<file path="src/pkg/lps_pkg.sv">
// Overview of operation
// Selector bits 7:3, reset 1, picks sources 0-7
// Codes 8-18 give DAC flags, dividers; 6 reserved
// Type bits 2:0, reset 6: push-pull, inverted, open-drain
// Software avoids codes 17/18 while pin two shows loop-two lock
// Selector and type share register lock_pin_one_config
// Second ref divider bits 4:0 of 0x161, reset 2
// Divider divides by 1-30; zero is never programmed
// Pin follows new fields at once, no commit
package lps_pkg;

    // Register port widths
    localparam int unsigned ADDR_W = 9;
    localparam int unsigned DATA_W = 8;
    typedef logic [ADDR_W-1:0] lps_addr_t;
    typedef logic [DATA_W-1:0] lps_data_t;

    // Register offsets
    localparam lps_addr_t OFF_PIN_CFG = 9'h15F;
    localparam lps_addr_t OFF_REF_DIV = 9'h161;
    localparam lps_addr_t OFF_IRQ_STAT = 9'h1F0;
    localparam lps_addr_t OFF_IRQ_MASK = 9'h1F1;
    localparam lps_addr_t OFF_PIN_STATE = 9'h1F2;

    // Field positions and widths
    localparam int unsigned SEL_LSB = 3;
    localparam int unsigned SEL_W = 5;
    localparam int unsigned TYPE_LSB = 0;
    localparam int unsigned TYPE_W = 3;
    localparam int unsigned DIV_LSB = 0;
    localparam int unsigned DIV_W = 5;

    // Reset values
    localparam logic [SEL_W-1:0] SEL_RST = 5'h01;
    localparam logic [TYPE_W-1:0] TYPE_RST = 3'h6;
    localparam logic [DIV_W-1:0] DIV_RST = 5'h02;

    // Source selector codes
    localparam logic [SEL_W-1:0] SRC_LOW = 5'h00;
    localparam logic [SEL_W-1:0] SRC_LOCK_ONE = 5'h01;
    localparam logic [SEL_W-1:0] SRC_LOCK_TWO = 5'h02;
    localparam logic [SEL_W-1:0] SRC_LOCK_BOTH = 5'h03;
    localparam logic [SEL_W-1:0] SRC_HOLDOVER = 5'h04;
    localparam logic [SEL_W-1:0] SRC_DAC_LOCKED = 5'h05;
    localparam logic [SEL_W-1:0] SRC_RESERVED = 5'h06;
    localparam logic [SEL_W-1:0] SRC_READBACK = 5'h07;
    localparam logic [SEL_W-1:0] SRC_DAC_RAIL = 5'h08;
    localparam logic [SEL_W-1:0] SRC_DAC_LOW = 5'h09;
    localparam logic [SEL_W-1:0] SRC_DAC_HIGH = 5'h0A;
    localparam logic [SEL_W-1:0] SRC_FB_ONE = 5'h0B;
    localparam logic [SEL_W-1:0] SRC_FB_ONE_HALF = 5'h0C;
    localparam logic [SEL_W-1:0] SRC_FB_TWO = 5'h0D;
    localparam logic [SEL_W-1:0] SRC_FB_TWO_HALF = 5'h0E;
    localparam logic [SEL_W-1:0] SRC_REF_ONE = 5'h0F;
    localparam logic [SEL_W-1:0] SRC_REF_ONE_HALF = 5'h10;
    localparam logic [SEL_W-1:0] SRC_REF_TWO = 5'h11;
    localparam logic [SEL_W-1:0] SRC_REF_TWO_HALF = 5'h12;

    // Drive type codes
    localparam logic [TYPE_W-1:0] TYPE_PP = 3'h3;
    localparam logic [TYPE_W-1:0] TYPE_PP_INV = 3'h4;
    localparam logic [TYPE_W-1:0] TYPE_OD = 3'h6;

    // Pin-two selector codes that clash with the second ref divider
    localparam logic [SEL_W-1:0] PIN2_LOCK_TWO = 5'h02;
    localparam logic [SEL_W-1:0] PIN2_LOCK_BOTH = 5'h03;

    // Interrupt status bits
    localparam int unsigned IRQ_W = 5;
    localparam int unsigned IRQ_RISE = 0;
    localparam int unsigned IRQ_FALL = 1;
    localparam int unsigned IRQ_DIV_ZERO = 2;
    localparam int unsigned IRQ_CONFLICT = 3;
    localparam int unsigned IRQ_RSVD_CODE = 4;

    // Pin state register bits
    localparam int unsigned ST_LEVEL = 0;
    localparam int unsigned ST_OUT = 1;
    localparam int unsigned ST_OE = 2;
    localparam int unsigned ST_DIV_OK = 3;

endpackage

</file>
<file path="src/pkg/lps_div_if.sv">
// Link between the pin logic and the second-loop reference divider
interface lps_div_if;
    logic [lps_pkg::DIV_W-1:0] divide_value;
    logic ref_tick;
    logic div_pulse;
    logic div_half;
    logic div_valid;

    modport ctl (
        output divide_value,
        output ref_tick,
        input div_pulse,
        input div_half,
        input div_valid
    );

    modport div (
        input divide_value,
        input ref_tick,
        output div_pulse,
        output div_half,
        output div_valid
    );
endinterface

</file>
<file path="src/logic/lps_ref_div.sv">
module lps_ref_div (
    // Clock and reset
    input wire logic clk,
    input wire logic arst_n,
    // Divider link
    lps_div_if.div dv
);
    import lps_pkg::*;

    logic [DIV_W-1:0] cnt_r;
    logic pulse_r;
    logic half_r;
    logic valid_r;

    // Count reference ticks up to the programmed value; zero keeps the count cleared
    always_ff @(posedge clk or negedge arst_n) begin
        if (!arst_n) begin
            cnt_r <= '0;
            pulse_r <= 1'b0;
        end else begin
            pulse_r <= 1'b0;
            if (dv.divide_value == '0) begin
                cnt_r <= '0;
            end else if (dv.ref_tick) begin
                if (cnt_r >= dv.divide_value - 5'h01) begin
                    cnt_r <= '0;
                    pulse_r <= 1'b1;
                end else begin
                    cnt_r <= cnt_r + 5'h01;
                end
            end
        end
    end

    // Halved output toggles on each divided pulse
    always_ff @(posedge clk or negedge arst_n) begin
        if (!arst_n) begin
            half_r <= 1'b0;
        end else if (pulse_r) begin
            half_r <= ~half_r;
        end
    end

    // Flags a usable divide value
    always_ff @(posedge clk or negedge arst_n) begin
        if (!arst_n) begin
            valid_r <= 1'b0;
        end else begin
            valid_r <= (dv.divide_value != '0);
        end
    end

    assign dv.div_pulse = pulse_r;
    assign dv.div_half = half_r;
    assign dv.div_valid = valid_r;

    property p_zero_silent;
        @(posedge clk) disable iff (!arst_n)
        (dv.divide_value == '0) |=> !pulse_r;
    endproperty
    a_zero_silent: assert property (p_zero_silent) else $error("divider pulsed at zero");

    property p_div_three;
        @(posedge clk) disable iff (!arst_n)
        (dv.divide_value == 5'h03 && dv.ref_tick && pulse_r) ##1
        (dv.divide_value == 5'h03 && !dv.ref_tick) [*1] |=> !pulse_r;
    endproperty
    a_div_three: assert property (p_div_three) else $error("pulse without tick");

endmodule

</file>
<file path="src/logic/lps_lock_pin.sv">
module lps_lock_pin (
    // Clock and reset
    input wire logic clk,
    input wire logic arst_n,
    // Register port
    input wire lps_pkg::lps_addr_t reg_addr,
    input wire lps_pkg::lps_data_t reg_wdata,
    input wire logic reg_wr,
    input wire logic reg_rd,
    output logic [lps_pkg::DATA_W-1:0] reg_rdata,
    // Internal status sources
    input wire logic loop_one_locked,
    input wire logic loop_two_locked,
    input wire logic holdover_active,
    input wire logic dac_locked,
    input wire logic dac_rail,
    input wire logic dac_low,
    input wire logic dac_high,
    input wire logic readback_bit,
    // Divider sources
    input wire logic loop_one_fb_div,
    input wire logic loop_two_fb_div,
    input wire logic loop_one_ref_div,
    input wire logic loop_two_ref_tick,
    // Second status pin configuration
    input wire logic [lps_pkg::SEL_W-1:0] pin_two_source_select,
    // Status pin one
    output logic status_pin_one_out,
    output logic status_pin_one_oe,
    // Divider and interrupt outputs
    output logic ref_div_two_pulse,
    output logic irq
);
    import lps_pkg::*;

    logic [SEL_W-1:0] sel_r;
    logic [TYPE_W-1:0] type_r;
    logic [DIV_W-1:0] div_r;
    logic [IRQ_W-1:0] stat_r;
    logic [IRQ_W-1:0] stat_nxt;
    logic [IRQ_W-1:0] mask_r;
    logic [IRQ_W-1:0] ev_set;
    logic [DATA_W-1:0] rdata_r;
    logic [DATA_W-1:0] rdata_nxt;
    logic [2:0] src_prev_r;
    logic [2:0] src_half_r;
    logic sel_lvl;
    logic lvl_prev_r;
    logic pin_out_r;
    logic pin_oe_r;
    logic irq_r;
    logic wr_cfg;
    logic wr_div;
    logic conflict;

    lps_div_if dv_if ();

    // Reserved selector or drive type codes
    function automatic logic lps_rsvd_code(input logic [SEL_W-1:0] s, input logic [TYPE_W-1:0] t);
        logic bad_sel;
        logic bad_type;
        bad_sel = (s == SRC_RESERVED) || (s > SRC_REF_TWO_HALF);
        bad_type = (t != TYPE_PP) && (t != TYPE_PP_INV) && (t != TYPE_OD);
        return bad_sel || bad_type;
    endfunction

    // Rising edge of a level against its previous sample
    function automatic logic lps_rise(input logic now, input logic prev);
        return now & ~prev;
    endfunction

    assign wr_cfg = reg_wr && (reg_addr == OFF_PIN_CFG);
    assign wr_div = reg_wr && (reg_addr == OFF_REF_DIV);

    // Pin configuration fields; new values take effect at once
    always_ff @(posedge clk or negedge arst_n) begin
        if (!arst_n) begin
            sel_r <= SEL_RST;
            type_r <= TYPE_RST;
        end else if (wr_cfg) begin
            sel_r <= reg_wdata[SEL_LSB +: SEL_W];
            type_r <= reg_wdata[TYPE_LSB +: TYPE_W];
        end
    end

    // Second-loop reference divide value, upper bits not stored
    always_ff @(posedge clk or negedge arst_n) begin
        if (!arst_n) begin
            div_r <= DIV_RST;
        end else if (wr_div) begin
            div_r <= reg_wdata[DIV_LSB +: DIV_W];
        end
    end

    // Interrupt mask
    always_ff @(posedge clk or negedge arst_n) begin
        if (!arst_n) begin
            mask_r <= '0;
        end else if (reg_wr && reg_addr == OFF_IRQ_MASK) begin
            mask_r <= reg_wdata[IRQ_W-1:0];
        end
    end

    // Second-loop reference divider
    assign dv_if.divide_value = div_r;
    assign dv_if.ref_tick = loop_two_ref_tick;

    lps_ref_div u_ref_div (
        .clk(clk),
        .arst_n(arst_n),
        .dv(dv_if.div)
    );

    // Halved copies of the external divider outputs
    always_ff @(posedge clk or negedge arst_n) begin
        if (!arst_n) begin
            src_prev_r <= '0;
            src_half_r <= '0;
        end else begin
            src_prev_r <= {loop_one_ref_div, loop_two_fb_div, loop_one_fb_div};
            src_half_r[0] <= src_half_r[0] ^ lps_rise(loop_one_fb_div, src_prev_r[0]);
            src_half_r[1] <= src_half_r[1] ^ lps_rise(loop_two_fb_div, src_prev_r[1]);
            src_half_r[2] <= src_half_r[2] ^ lps_rise(loop_one_ref_div, src_prev_r[2]);
        end
    end

    // Source selector; reserved and unused codes drive low
    always_comb begin
        unique case (sel_r)
            SRC_LOW: sel_lvl = 1'b0;
            SRC_LOCK_ONE: sel_lvl = loop_one_locked;
            SRC_LOCK_TWO: sel_lvl = loop_two_locked;
            SRC_LOCK_BOTH: sel_lvl = loop_one_locked & loop_two_locked;
            SRC_HOLDOVER: sel_lvl = holdover_active;
            SRC_DAC_LOCKED: sel_lvl = dac_locked;
            SRC_READBACK: sel_lvl = readback_bit;
            SRC_DAC_RAIL: sel_lvl = dac_rail;
            SRC_DAC_LOW: sel_lvl = dac_low;
            SRC_DAC_HIGH: sel_lvl = dac_high;
            SRC_FB_ONE: sel_lvl = loop_one_fb_div;
            SRC_FB_ONE_HALF: sel_lvl = src_half_r[0];
            SRC_FB_TWO: sel_lvl = loop_two_fb_div;
            SRC_FB_TWO_HALF: sel_lvl = src_half_r[1];
            SRC_REF_ONE: sel_lvl = loop_one_ref_div;
            SRC_REF_ONE_HALF: sel_lvl = src_half_r[2];
            SRC_REF_TWO: sel_lvl = dv_if.div_pulse;
            SRC_REF_TWO_HALF: sel_lvl = dv_if.div_half;
            default: sel_lvl = 1'b0;
        endcase
    end

    // Pin drive per type; reserved types release the pin
    always_ff @(posedge clk or negedge arst_n) begin
        if (!arst_n) begin
            pin_out_r <= 1'b0;
            pin_oe_r <= 1'b0;
        end else begin
            unique case (type_r)
                TYPE_PP: begin
                    pin_out_r <= sel_lvl;
                    pin_oe_r <= 1'b1;
                end
                TYPE_PP_INV: begin
                    pin_out_r <= ~sel_lvl;
                    pin_oe_r <= 1'b1;
                end
                TYPE_OD: begin
                    pin_out_r <= 1'b0;
                    pin_oe_r <= ~sel_lvl;
                end
                default: begin
                    pin_out_r <= 1'b0;
                    pin_oe_r <= 1'b0;
                end
            endcase
        end
    end

    // Previous selected level for edge events
    always_ff @(posedge clk or negedge arst_n) begin
        if (!arst_n) begin
            lvl_prev_r <= 1'b0;
        end else begin
            lvl_prev_r <= sel_lvl;
        end
    end

    // Clash with the second pin showing loop-two lock
    assign conflict = ((sel_r == SRC_REF_TWO) || (sel_r == SRC_REF_TWO_HALF)) &&
                      ((pin_two_source_select == PIN2_LOCK_TWO) ||
                       (pin_two_source_select == PIN2_LOCK_BOTH));

    // Event sources
    always_comb begin
        ev_set = '0;
        ev_set[IRQ_RISE] = lps_rise(sel_lvl, lvl_prev_r);
        ev_set[IRQ_FALL] = lps_rise(lvl_prev_r, sel_lvl);
        ev_set[IRQ_DIV_ZERO] = wr_div && (reg_wdata[DIV_LSB +: DIV_W] == '0);
        ev_set[IRQ_CONFLICT] = conflict;
        ev_set[IRQ_RSVD_CODE] = wr_cfg && lps_rsvd_code(reg_wdata[SEL_LSB +: SEL_W],
                                                        reg_wdata[TYPE_LSB +: TYPE_W]);
    end

    // Sticky status, write one to clear; a new event wins over the clear
    always_comb begin
        stat_nxt = stat_r;
        if (reg_wr && reg_addr == OFF_IRQ_STAT) begin
            stat_nxt = stat_r & ~reg_wdata[IRQ_W-1:0];
        end
        stat_nxt = stat_nxt | ev_set;
    end

    always_ff @(posedge clk or negedge arst_n) begin
        if (!arst_n) begin
            stat_r <= '0;
        end else begin
            stat_r <= stat_nxt;
        end
    end

    // Level interrupt from unmasked status
    always_ff @(posedge clk or negedge arst_n) begin
        if (!arst_n) begin
            irq_r <= 1'b0;
        end else begin
            irq_r <= |(stat_r & mask_r);
        end
    end

    // Read data mux; unmapped addresses read zero
    always_comb begin
        rdata_nxt = '0;
        if (reg_rd) begin
            unique case (reg_addr)
                OFF_PIN_CFG: begin
                    rdata_nxt[SEL_LSB +: SEL_W] = sel_r;
                    rdata_nxt[TYPE_LSB +: TYPE_W] = type_r;
                end
                OFF_REF_DIV: rdata_nxt[DIV_LSB +: DIV_W] = div_r;
                OFF_IRQ_STAT: rdata_nxt[IRQ_W-1:0] = stat_r;
                OFF_IRQ_MASK: rdata_nxt[IRQ_W-1:0] = mask_r;
                OFF_PIN_STATE: begin
                    rdata_nxt[ST_LEVEL] = sel_lvl;
                    rdata_nxt[ST_OUT] = pin_out_r;
                    rdata_nxt[ST_OE] = pin_oe_r;
                    rdata_nxt[ST_DIV_OK] = dv_if.div_valid;
                end
                default: rdata_nxt = '0;
            endcase
        end
    end

    // Read data stand for one cycle only
    always_ff @(posedge clk or negedge arst_n) begin
        if (!arst_n) begin
            rdata_r <= '0;
        end else begin
            rdata_r <= rdata_nxt;
        end
    end

    // Outputs
    assign reg_rdata = rdata_r;
    assign status_pin_one_out = pin_out_r;
    assign status_pin_one_oe = pin_oe_r;
    assign ref_div_two_pulse = dv_if.div_pulse;
    assign irq = irq_r;

    property p_cfg_write;
        @(posedge clk) disable iff (!arst_n)
        wr_cfg |=> (sel_r == $past(reg_wdata[7:3])) && (type_r == $past(reg_wdata[2:0]));
    endproperty
    a_cfg_write: assert property (p_cfg_write) else $error("config write not stored");

    property p_both_locks;
        @(posedge clk) disable iff (!arst_n)
        (sel_r == 5'h03 && type_r == 3'h3 && !wr_cfg) |=>
        pin_oe_r && (pin_out_r == ($past(loop_one_locked) & $past(loop_two_locked)));
    endproperty
    a_both_locks: assert property (p_both_locks) else $error("combined lock not on pin");

    property p_low_code;
        @(posedge clk) disable iff (!arst_n)
        (sel_r == 5'h00 && type_r == 3'h3 && !wr_cfg) |=> !pin_out_r && pin_oe_r;
    endproperty
    a_low_code: assert property (p_low_code) else $error("code zero not low");

    property p_reserved_src;
        @(posedge clk) disable iff (!arst_n)
        (sel_r == 5'h06 || sel_r > 5'h12) |-> !sel_lvl;
    endproperty
    a_reserved_src: assert property (p_reserved_src) else $error("reserved source not low");

    property p_dac_high;
        @(posedge clk) disable iff (!arst_n)
        (sel_r == 5'h0A && type_r == 3'h3 && !wr_cfg) |=> pin_out_r == $past(dac_high);
    endproperty
    a_dac_high: assert property (p_dac_high) else $error("dac high not on pin");

    property p_open_drain;
        @(posedge clk) disable iff (!arst_n)
        (arst_n && type_r == 3'h6 && !wr_cfg) |=> !pin_out_r && (pin_oe_r == !$past(sel_lvl));
    endproperty
    a_open_drain: assert property (p_open_drain) else $error("open drain wrong");

    property p_inverted;
        @(posedge clk) disable iff (!arst_n)
        (type_r == 3'h4 && !wr_cfg) |=> pin_oe_r && (pin_out_r != $past(sel_lvl));
    endproperty
    a_inverted: assert property (p_inverted) else $error("inverted drive wrong");

    property p_conflict_flag;
        @(posedge clk) disable iff (!arst_n)
        ((sel_r == 5'h11 || sel_r == 5'h12) &&
         (pin_two_source_select == 5'h02 || pin_two_source_select == 5'h03)) |=> stat_r[3];
    endproperty
    a_conflict_flag: assert property (p_conflict_flag) else $error("clash not flagged");

    property p_div_readback;
        @(posedge clk) disable iff (!arst_n)
        wr_div ##1 (reg_rd && reg_addr == 9'h161 && !wr_div) |=>
        reg_rdata == {3'h0, $past(reg_wdata[4:0], 2)};
    endproperty
    a_div_readback: assert property (p_div_readback) else $error("divider readback wrong");

    property p_follow_write;
        @(posedge clk) disable iff (!arst_n)
        (wr_cfg && reg_wdata == 8'h0B) ##1 !wr_cfg |=> pin_oe_r && pin_out_r == $past(loop_one_locked);
    endproperty
    a_follow_write: assert property (p_follow_write) else $error("pin did not follow write");

    property p_irq_level;
        @(posedge clk) disable iff (!arst_n)
        ((stat_r & mask_r) != '0) |=> irq_r;
    endproperty
    a_irq_level: assert property (p_irq_level) else $error("interrupt not raised");

endmodule

</file>
<file path="config.mk">
export PLATFORM = sky130hd
export DESIGN_NAME = lps_lock_pin
export DESIGN_NICKNAME = d
export VERILOG_FILES = /design/src/pkg/lps_pkg.sv /design/src/pkg/lps_div_if.sv /design/src/logic/lps_ref_div.sv /design/src/logic/lps_lock_pin.sv
export SDC_FILE = /design/constraint.sdc
export NUM_CORES = 1
export LEC_CHECK = 0
export BUFFER_PORTS_ARGS = -buffer_cell sky130_fd_sc_hd__buf_4
export CORE_AREA = 4 4 74 76
export DETAILED_ROUTE_END_ITERATION = 10
export DIE_AREA = 0 0 78 80
export PLACE_DENSITY = 0.79
export SLEW_MARGIN = 30
export SYNTH_ARGS = -nofsm -noshare
export SYNTH_HDL_FRONTEND = slang
export SYNTH_SLANG_ARGS = --single-unit
</file>
<file path="constraint.sdc">
create_clock -name clk -period 2.8 [get_ports clk]
set_clock_uncertainty 0.2 [all_clocks]
set_input_delay 0.14 -clock clk [delete_from_list [all_inputs] [get_ports clk]]
set_output_delay 0.14 -clock clk [all_outputs]
set_load 0.02 [all_outputs]
</file>
==> results.py, run 1 <==
metrics = {
    "logic_synthesis": {
        "ys_warn_count": 0,
        "synth_cells": 219,
        "syn-mean-instance-area_um2": 11.7,
        "netlist_area_mm2": 0.00256,
        "synthesis.nets": 264,
        "synth_area_leaders": "dfrtp_1, mux2_2, dfstp_2, ha_1, nand2_1",
        "yosys.area.top_type_share_pct": 44.0,
        "async_flop_share_pct": 100,
        "synth.distinct_cells": 58,
        "synth_top_cell_by_area": "dfrtp_1",
        "ys_seq_elements": 49,
        "synth_edf_count": 0,
        "synthTopCellsByCount": "dfrtp_1, mux2_2, nand2_1",
        "ys.flop_type": "dfrtp_1",
        "yosysMostFrequentCell": "dfrtp_1",
        "yosysSeqAreaShare_pct": 48.1,
    },
    "grt": {
        "grt_pass1_vias": 1996,
        "overflow": 0,
        "grt-busiest-layer": "met2",
        "grt_max_degree": 50,
        "met2_usage_pct": 33.4,
        "antenna_found_initial": 0,
        "grt_pass1_wl_um": 9400,
        "grt_use_met1_pct": 24.1,
        "grtUsageMet3_pct": 3.84,
        "grt_use_total_pct": 19.2,
    },
    "run_status": {
        "status": "finished, final reports clean",
    },
    "sta": {
        "finalCritPeriodShare_pct": 90.4,
        "fmax_mhz": 395,
        "setup_viol": 0,
        "tightestPinTransition_ns": 0.731,
        "final-hold-violation-count": 0,
        "setup_tns_ns": 0,
        "min_period_ns": 2.53,
        "rsz0062_at_grt": "no",
        "max-slew-margin-rel_pct": 50.6,
        "slew_viol_final": 0,
        "layout_setup_ws_ns": 0.269,
    },
    "floorplan": {
        "die-height_um": 80,
        "dieArea_mm2": 0.00624,
        "rows": 25,
        "io_pins": 50,
        "die_x_um": 78,
        "initial_core_util_pct": 54.2,
        "core_area_mm2": 0.00472,
    },
    "clock_network": {
        "cts_num_sinks": 49,
        "post_cts_resized": 0,
        "cts_buffers": 5,
        "clkSlewWorstSetupHoldPaths_ns": 0.08,
        "cts.path.max_buffers": 2,
        "cts-root-buf": "clkbuf_8",
        "hold_buffers": 15,
        "post_cts_buffers": 0,
        "h-tree-depth": 2,
        "clk_latency_ns": 0.29,
        "cts_tree": "done",
    },
    "min_path": {
        "hold_path_class": "in2reg",
    },
    "route": {
        "via_per_inst": 5.60,
        "vias": 1971,
        "ant_nets": 0,
        "dr.pass1.iters": 4,
        "finalWirelength_um": 5520,
        "drtIter0Drc": 128,
        "drc": 0,
        "wl_per_cell_um": 15.7,
    },
    "critical_path": {
        "slowest_delay_ns": 0.43,
        "crit_fanout": 6,
        "cp-start-kind": "flop",
        "slowest_stage": "dfrtp_1",
        "crit_required_ns": 2.82,
        "crit_top_cell": "ha_1",
        "cp.arrival_ns": 2.55,
        "critPathCaptureType": "flop",
        "cp_cell_sequence": "inv_1, ha_1, nand2b_1, or3_1, and2_1, ha_1, a21oi_1, o21a_1, nand2_1, o21ai_0",
        "path_class": "reg2reg",
    },
    "placement": {
        "pre_cts_slack_ns": 0.288,
        "globalplace.congestion": 0.787,
        "place_inst": 329,
        "hpwl_um": 4000,
        "io_buffer_count": 48,
    },
    "cells_and_area": {
        "area_delta_synth_final_pct": 25.9,
        "nets": 329,
        "drive_above_1_share_pct": 34.0,
        "utilization_pct": 68.2,
        "diodes": 0,
        "instances_no_fill": 352,
    },
    "power": {
        "p_per_area_mw_per_mm2": 450,
        "irDropWorstVdd_uv": 288,
        "leakagePower_uw": 0.00151,
        "fin_total_pwr_uw": 1450,
    },
    "run": {
        "max-cap-violations": 0,
    },
}
per-stage QoR:
step	area [µm²]	hold WS, ns
3_5_place_dp	2970	-0.00863
4_1_cts	3220	0.0233
2_1_floorplan	2560	-0.356
3_3_place_gp	2970	-0.0103
6_report	3220	0.0346
5_1_grt	3220	0.0318
worst max-delay path: cells and delay by family, from the launching register on:
| family | cells | cell delay [ns] |
|---|---|---|
| and+or+nand+nor | 4 | 0.68 |
| AOI/OAI and AO/OA | 3 | 0.57 |
| adders and majority gates | 2 | 0.48 |
| DFF | 1 | 0.43 |
| buffers and inverters | 1 | 0.09 |
path summary, 6_finish.rpt:
path / startpoint / to / slack (ns) / cells past startpoint
max: div_r[0] / u_ref_div.cnt_r[4] / 0.27 / 10
min: reg_wr / stat_r[4] / 0.03 / 3
max reg2reg: div_r[0] / u_ref_div.cnt_r[4] / 0.27 / 10
min reg2reg: lvl_prev_r / stat_r[0] / 0.28 / 1
max in group asynchronous: arst_n / src_prev_r[1] / 1.80 / 2
min in group asynchronous: arst_n / src_prev_r[2] / 0.19 / 2
layout make-up:
class / count / area, µm²
Clock buffer: 7 / 96.3
Timing Repair Buffer: 63 / 510
Clock inverter: 1 / 5.00
Tap cell: 67 / 83.8
Sequential cell: 49 / 1230
Inverter: 6 / 22.5
Fill cell: 350 / 1500
Multi-Input combinational cell: 159 / 1270
kinds of logic (layout without fill, tap and decap cells):
family          Yosys count  after routing  share of synthesized area (%)
compound gates           46             46                           13.6
fa+ha+maj                 7              7                           3.42
mux                      30             30                           13.7
xor+xnor                  8              8                           2.74
buf+inv                  11             77                           2.15
flops                    49             49                           48.1
simple gates             68             68                           16.2
per-layer routing:
metal / part of all wire [%] / vias up / routed length, µm
li1: - / 939 / -
met1: 42 / 968 / 2340
met2: 51 / 55 / 2820
met3: 5.3 / 9 / 295
met4: 1.2 / 0 / 64
met5: 0 / - / 0
state kept, by name, indices dropped and copies added (netlist names):
signal	cells
irq	1
u_ref_div.dv.div_half	1
status_pin_one_out	1
mask_r	5
src_prev_r	3
u_ref_div.cnt_r	5
u_ref_div.dv.div_valid	1
sel_r	5
type_r	3
lvl_prev_r	1
div_r	5
u_ref_div.dv.div_pulse	1
reg_rdata	8
status_pin_one_oe	1
src_half_r	3
stat_r	5
cell usage in the layout, fill, tap and decap left out, types with 4 or more instances in the layout:
| cell type | instances |
|---|---|
| a21oi_1 | 8 |
| mux2_2 | 24 |
| clkbuf_8 | 7 |
| mux2i_1 | 4 |
| nand2b_1 | 7 |
| o21ai_0 | 6 |
| dfstp_2 | 4 |
| nand3_1 | 6 |
| inv_1 | 6 |
| xnor2_1 | 5 |
| ha_1 | 7 |
| nand2_1 | 19 |
| buf_4 | 48 |
| dlygate4sd3_1 | 15 |
| a22oi_1 | 8 |
| dfrtp_1 | 45 |
| nor2_1 | 4 |
power breakdown:
group	leakage, µW	switching (µW)	total [µW]	internal [µW]
Combinational	0.000815	88.4	210	122
Clock	0.0000542	215	439	223
Sequential	0.000645	42.7	802	759
Power figures use the tool's default switching activity.
==> inputs of run 2 (changes only) <==
==> constraint.sdc (replaced) <==
create_clock -name clk -period 2.8 [get_ports clk]
set_clock_uncertainty 0.2 [all_clocks]
set_input_delay 0.42 -clock clk [delete_from_list [all_inputs] [get_ports clk]]
set_output_delay 0.42 -clock clk [all_outputs]
set_load 0.02 [all_outputs]
==> results.py, run 2 (synthesis gave the netlist of run 1 again) <==
metrics = {
    "cells_and_area": {
        "fillCellCount": 391,
        "largest_register_ffs": 8,
        "drive_above_1_share_pct": 34.9,
        "mostFrequentLayoutCell": "buf_4",
        "nets": 316,
        "final_cell_mix": "buf_4, dfrtp_1, mux2_2, nand2_1",
        "area_delta_synth_final_pct": 19.9,
        "diodes": 0,
    },
    "clock_network": {
        "hold_buffers": 1,
        "cts_num_sinks": 49,
        "post_cts_resized": 0,
        "post_cts_buffers": 0,
        "h-tree-depth": 2,
        "clk_latency_ns": 0.29,
        "clkSlewWorstSetupHoldPaths_ns": 0.08,
        "cts_buffers": 5,
        "cts_tree": "done",
        "cts.path.max_buffers": 2,
        "cts-root-buf": "clkbuf_8",
    },
    "critical_path": {
        "critPathCaptureType": "flop",
        "cp-start-kind": "flop",
        "crit_top_cell": "ha_1",
        "crit_required_ns": 2.81,
        "cp.arrival_ns": 2.53,
        "path_class": "reg2reg",
        "slowest_stage": "dfrtp_1",
        "slowest_delay_ns": 0.42,
        "crit_fanout": 6,
        "r2r_slack_ns": 0.27,
        "cp_cell_sequence": "inv_1, ha_1, nand2b_1, or3_1, and2_1, ha_1, a21oi_1, o21a_1, nand2_1, o21ai_0",
    },
    "sta": {
        "setup_tns_ns": 0,
        "max-slew-margin-rel_pct": 54.7,
        "setup_viol": 0,
        "layout_setup_ws_ns": 0.274,
        "final-hold-violation-count": 0,
        "rsz0062_at_grt": "no",
        "slew_viol_final": 0,
        "min_period_ns": 2.53,
        "tightestPinTransition_ns": 0.671,
        "finalCritPeriodShare_pct": 90.2,
        "fmax_mhz": 396,
    },
    "power": {
        "p_int_uw": 1050,
        "fin_total_pwr_uw": 1380,
        "irDropWorstVdd_uv": 308,
        "seqPwrFrac_pct": 58.0,
        "p_clk_share_pct": 28.0,
        "p_sw_uw": 336,
        "swShare_pct": 24.3,
        "p_comb_share_pct": 14.0,
        "leakagePower_uw": 0.00145,
        "p_per_area_mw_per_mm2": 451,
    },
    "run": {
        "max-cap-violations": 0,
    },
    "route": {
        "drtIter0Drc": 113,
        "wl_met2_um": 2700,
        "wl_met1_um": 2230,
        "dr.pass1.iters": 4,
        "vias": 1906,
        "drc": 0,
        "wl_met3_um": 300,
        "via_per_inst": 5.62,
        "wl_per_cell_um": 15.6,
        "finalWirelength_um": 5270,
        "ant_nets": 0,
        "top_layer_used": "met4",
    },
    "floorplan": {
        "die_x_um": 78,
        "rows": 25,
        "die-height_um": 80,
        "core_area_mm2": 0.00472,
        "initial_core_util_pct": 54.2,
        "io_pins": 50,
        "dieArea_mm2": 0.00624,
    },
    "grt": {
        "grt_max_degree": 50,
        "antenna_found_initial": 0,
        "grt_pass1_vias": 1972,
        "grt_use_total_pct": 18.4,
        "grt_pass1_wl_um": 9170,
        "overflow": 0,
    },
    "placement": {
        "hpwl_um": 3970,
        "globalplace.congestion": 0.796,
        "pre_cts_slack_ns": 0.276,
        "io_buffer_count": 48,
    },
    "min_path": {
        "hold_path_class": "in2reg",
    },
    "run_status": {
        "status": "finished, final reports clean",
    },
}
run 2: cell count changes in the layout (fill, tap and decap cells not counted), sizes merged:
cell         change
clkinv           -1
clkbuf           +1
dlygate4sd3     -14
buf              +1
run 2: through the flow:
step	cell area, µm²	hold WS [ns]	util [%]	instances
floorplan	2560	-0.0756	-	219
global placement	2980	0.226	63.0	330
detailed placement	2980	0.239	63.0	330
CTS	3070	0.0387	65.0	339
global route	3070	0.0428	65.0	339
finish	3070	0.0533	65.0	339
run 2: critical path: cells and delay by family (launching register included):
kind,cells,cell delay [ns]
adder cells (fa/ha/maj),2,0.46
flip-flops,1,0.42
buffers and inverters,1,0.09
AND/OR/NAND/NOR,4,0.69
AO/OA/AOI/OAI,3,0.58
run 2: power groups by stage:
stage | Combinational [µW] | Sequential, µW | Clock (µW)
floorplan | 112 | 802 | 0
global placement | 188 | 814 | 0
detailed placement | 194 | 815 | 0
CTS | 196 | 801 | 405
global route | 218 | 809 | 425
finish | 194 | 802 | 388
run 2: worst paths after layout:
path	startpoint	to	cells past startpoint
setup / recovery	div_r[0]	u_ref_div.cnt_r[4]	10
hold / removal	loop_one_ref_div	src_prev_r[2]	1
setup reg to reg	div_r[0]	u_ref_div.cnt_r[4]	10
hold reg to reg	lvl_prev_r	stat_r[0]	1
max in group asynchronous	arst_n	src_half_r[1]	2
min in group asynchronous	arst_n	src_prev_r[2]	2
run 2: layout make-up:
cell class                 instances  area, µm²  area share, %
multi-input combinational        159       1270           41.5
sequential                        49       1230           40.1
timing repair buffer              50        378           12.3
tap                               67       83.8           2.73
clock buffer                       8       80.1           2.61
inverter                           6       22.5          0.734
run 2: per-layer routing:
metal / vias to the layer above / global-route usage, %
met5: - / 0
met4: 0 / 5.42
met3: 4 / 2.93
met2: 54 / 33.0
met1: 933 / 22.9
li1: 915 / -
==> inputs of run 3 (changes only) <==
--- a/config.mk
+++ b/config.mk
@@ -10,6 +10,7 @@
 export DETAILED_ROUTE_END_ITERATION = 10
 export DIE_AREA = 0 0 78 80
 export PLACE_DENSITY = 0.79
+export RECOVER_POWER = 25
 export SLEW_MARGIN = 30
 export SYNTH_ARGS = -nofsm -noshare
 export SYNTH_HDL_FRONTEND = slang
==> results.py, run 3 (synthesis gave the netlist of run 1 again) <==
metrics = {
    "floorplan": {
        "io_pins": 50,
        "core_area_mm2": 0.00472,
        "die_x_um": 78,
        "rows": 25,
        "initial_core_util_pct": 54.2,
        "die-height_um": 80,
        "dieArea_mm2": 0.00624,
    },
    "min_path": {
        "hold_path_class": "in2reg",
    },
    "route": {
        "ant_nets": 0,
        "wl_met3_um": 290,
        "wl_per_cell_um": 15.6,
        "dr.pass1.iters": 4,
        "wl_met1_um": 2260,
        "drtIter0Drc": 137,
        "via_per_inst": 5.65,
        "finalWirelength_um": 5280,
        "drc": 0,
        "top_layer_used": "met4",
        "vias": 1917,
        "wl_met2_um": 2680,
    },
    "cells_and_area": {
        "diodes": 0,
        "final_cell_mix": "dfrtp_1, buf_4, mux2_2, nand2_1",
        "fillCellCount": 398,
        "largest_register_ffs": 8,
        "drive_above_1_share_pct": 32.7,
        "multi_input_area_mm2": 0.00127,
        "nets": 316,
        "seq_area_mm2": 0.00123,
        "mostFrequentLayoutCell": "dfrtp_1",
        "area_delta_synth_final_pct": 18.9,
        "utilization_pct": 64.4,
    },
    "clock_network": {
        "post_cts_buffers": 0,
        "clkSlewWorstSetupHoldPaths_ns": 0.08,
        "cts_num_sinks": 49,
        "cts_tree": "done",
        "h-tree-depth": 2,
        "cts.path.max_buffers": 2,
        "cts-root-buf": "clkbuf_8",
        "clk_latency_ns": 0.29,
        "cts_buffers": 5,
        "post_cts_resized": 0,
    },
    "grt": {
        "overflow": 0,
        "grt_pass1_vias": 1972,
        "grt_use_total_pct": 18.4,
        "grt_pass1_wl_um": 9170,
        "antenna_found_initial": 0,
        "grt_max_degree": 50,
    },
    "sta": {
        "min_period_ns": 2.53,
        "tightestPinTransition_ns": 1.18,
        "fmax_mhz": 396,
        "slew_viol_final": 0,
        "setup_viol": 0,
        "rsz0062_at_grt": "no",
        "final-hold-violation-count": 0,
        "finalCritPeriodShare_pct": 90.2,
        "max-slew-margin-rel_pct": 21.3,
        "setup_tns_ns": 0,
    },
    "power": {
        "leakagePower_uw": 0.00143,
        "irDropWorstVdd_uv": 308,
        "p_per_area_mw_per_mm2": 454,
    },
    "critical_path": {
        "critPathCaptureType": "flop",
        "path_class": "reg2reg",
        "cp-start-kind": "flop",
        "cp.arrival_ns": 2.54,
        "crit_fanout": 6,
        "crit_required_ns": 2.81,
    },
    "placement": {
        "io_buffer_count": 48,
        "hpwl_um": 3970,
        "globalplace.congestion": 0.796,
    },
    "run_status": {
        "status": "finished, final reports clean",
    },
    "run": {
        "max-cap-violations": 0,
    },
}
run 3: cell types whose count changed in the layout (fill, tap and decap cells not counted), sizes merged:
cell	previous run	this run
buf	49	43
clkbuf	8	14
run 3: critical path: stages (launching register included):
cell and delay [ns]:
dfrtp_1 0.42, inv_1 0.09, ha_1 0.18, nand2b_1 0.08, or3_1 0.36, and2_1 0.16
ha_1 0.28, a21oi_1 0.16, o21a_1 0.24, nand2_1 0.09, o21ai_0 0.18
run 3: worst paths after layout:
path                                   from                  to  slack, ns  cells after the start
setup / recovery                   div_r[0]  u_ref_div.cnt_r[4]       0.27                     10
hold / removal             loop_one_ref_div       src_prev_r[2]       0.08                      1
setup reg to reg                   div_r[0]  u_ref_div.cnt_r[4]       0.27                     10
hold reg to reg                  lvl_prev_r           stat_r[0]       0.25                      1
max in group asynchronous            arst_n       src_half_r[1]       0.98                      2
min in group asynchronous            arst_n       src_prev_r[2]       0.70                      2
run 3: timing repair:
| item | in CTS | in global routing |
|---|---|---|
| endpoints found under the setup margin | 0 | 0 |
| hold buffers | 1 | 0 |
| hold endpoints to repair | 45 | 0 |
run 3: report_power, final:
group	internal (µW)	switching (µW)	total, µW
sequential	759	42.6	801
clock	178	210	388
combinational	107	83.4	190
run 3: area by class of cell:
type	count	area share (%)
multi-input cells	159	41.7
well taps	67	2.76
clock buffers	8	2.63
inverters	6	0.740
flip-flops and latches	49	40.5
repair buffers	50	11.7
run 3: stage by stage:
step	worst slack, ns	instances	hold slack [ns]	cell area [µm²]	total power (µW)
5_1_grt	0.0805	339	0.0746	3040	1450
3_3_place_gp	0.390	330	0.226	2980	1000
3_5_place_dp	0.276	330	0.239	2980	1010
6_report	0.273	339	0.0770	3040	1380
2_1_floorplan	0.533	219	-0.0756	2560	914
4_1_cts	0.254	339	0.0387	3070	1400
run 3: routing by layer:
metal	track usage (%)	up-vias
met5	0	-
met4	5.42	0
met3	2.93	4
met2	33.0	52
met1	22.9	941
li1	-	920
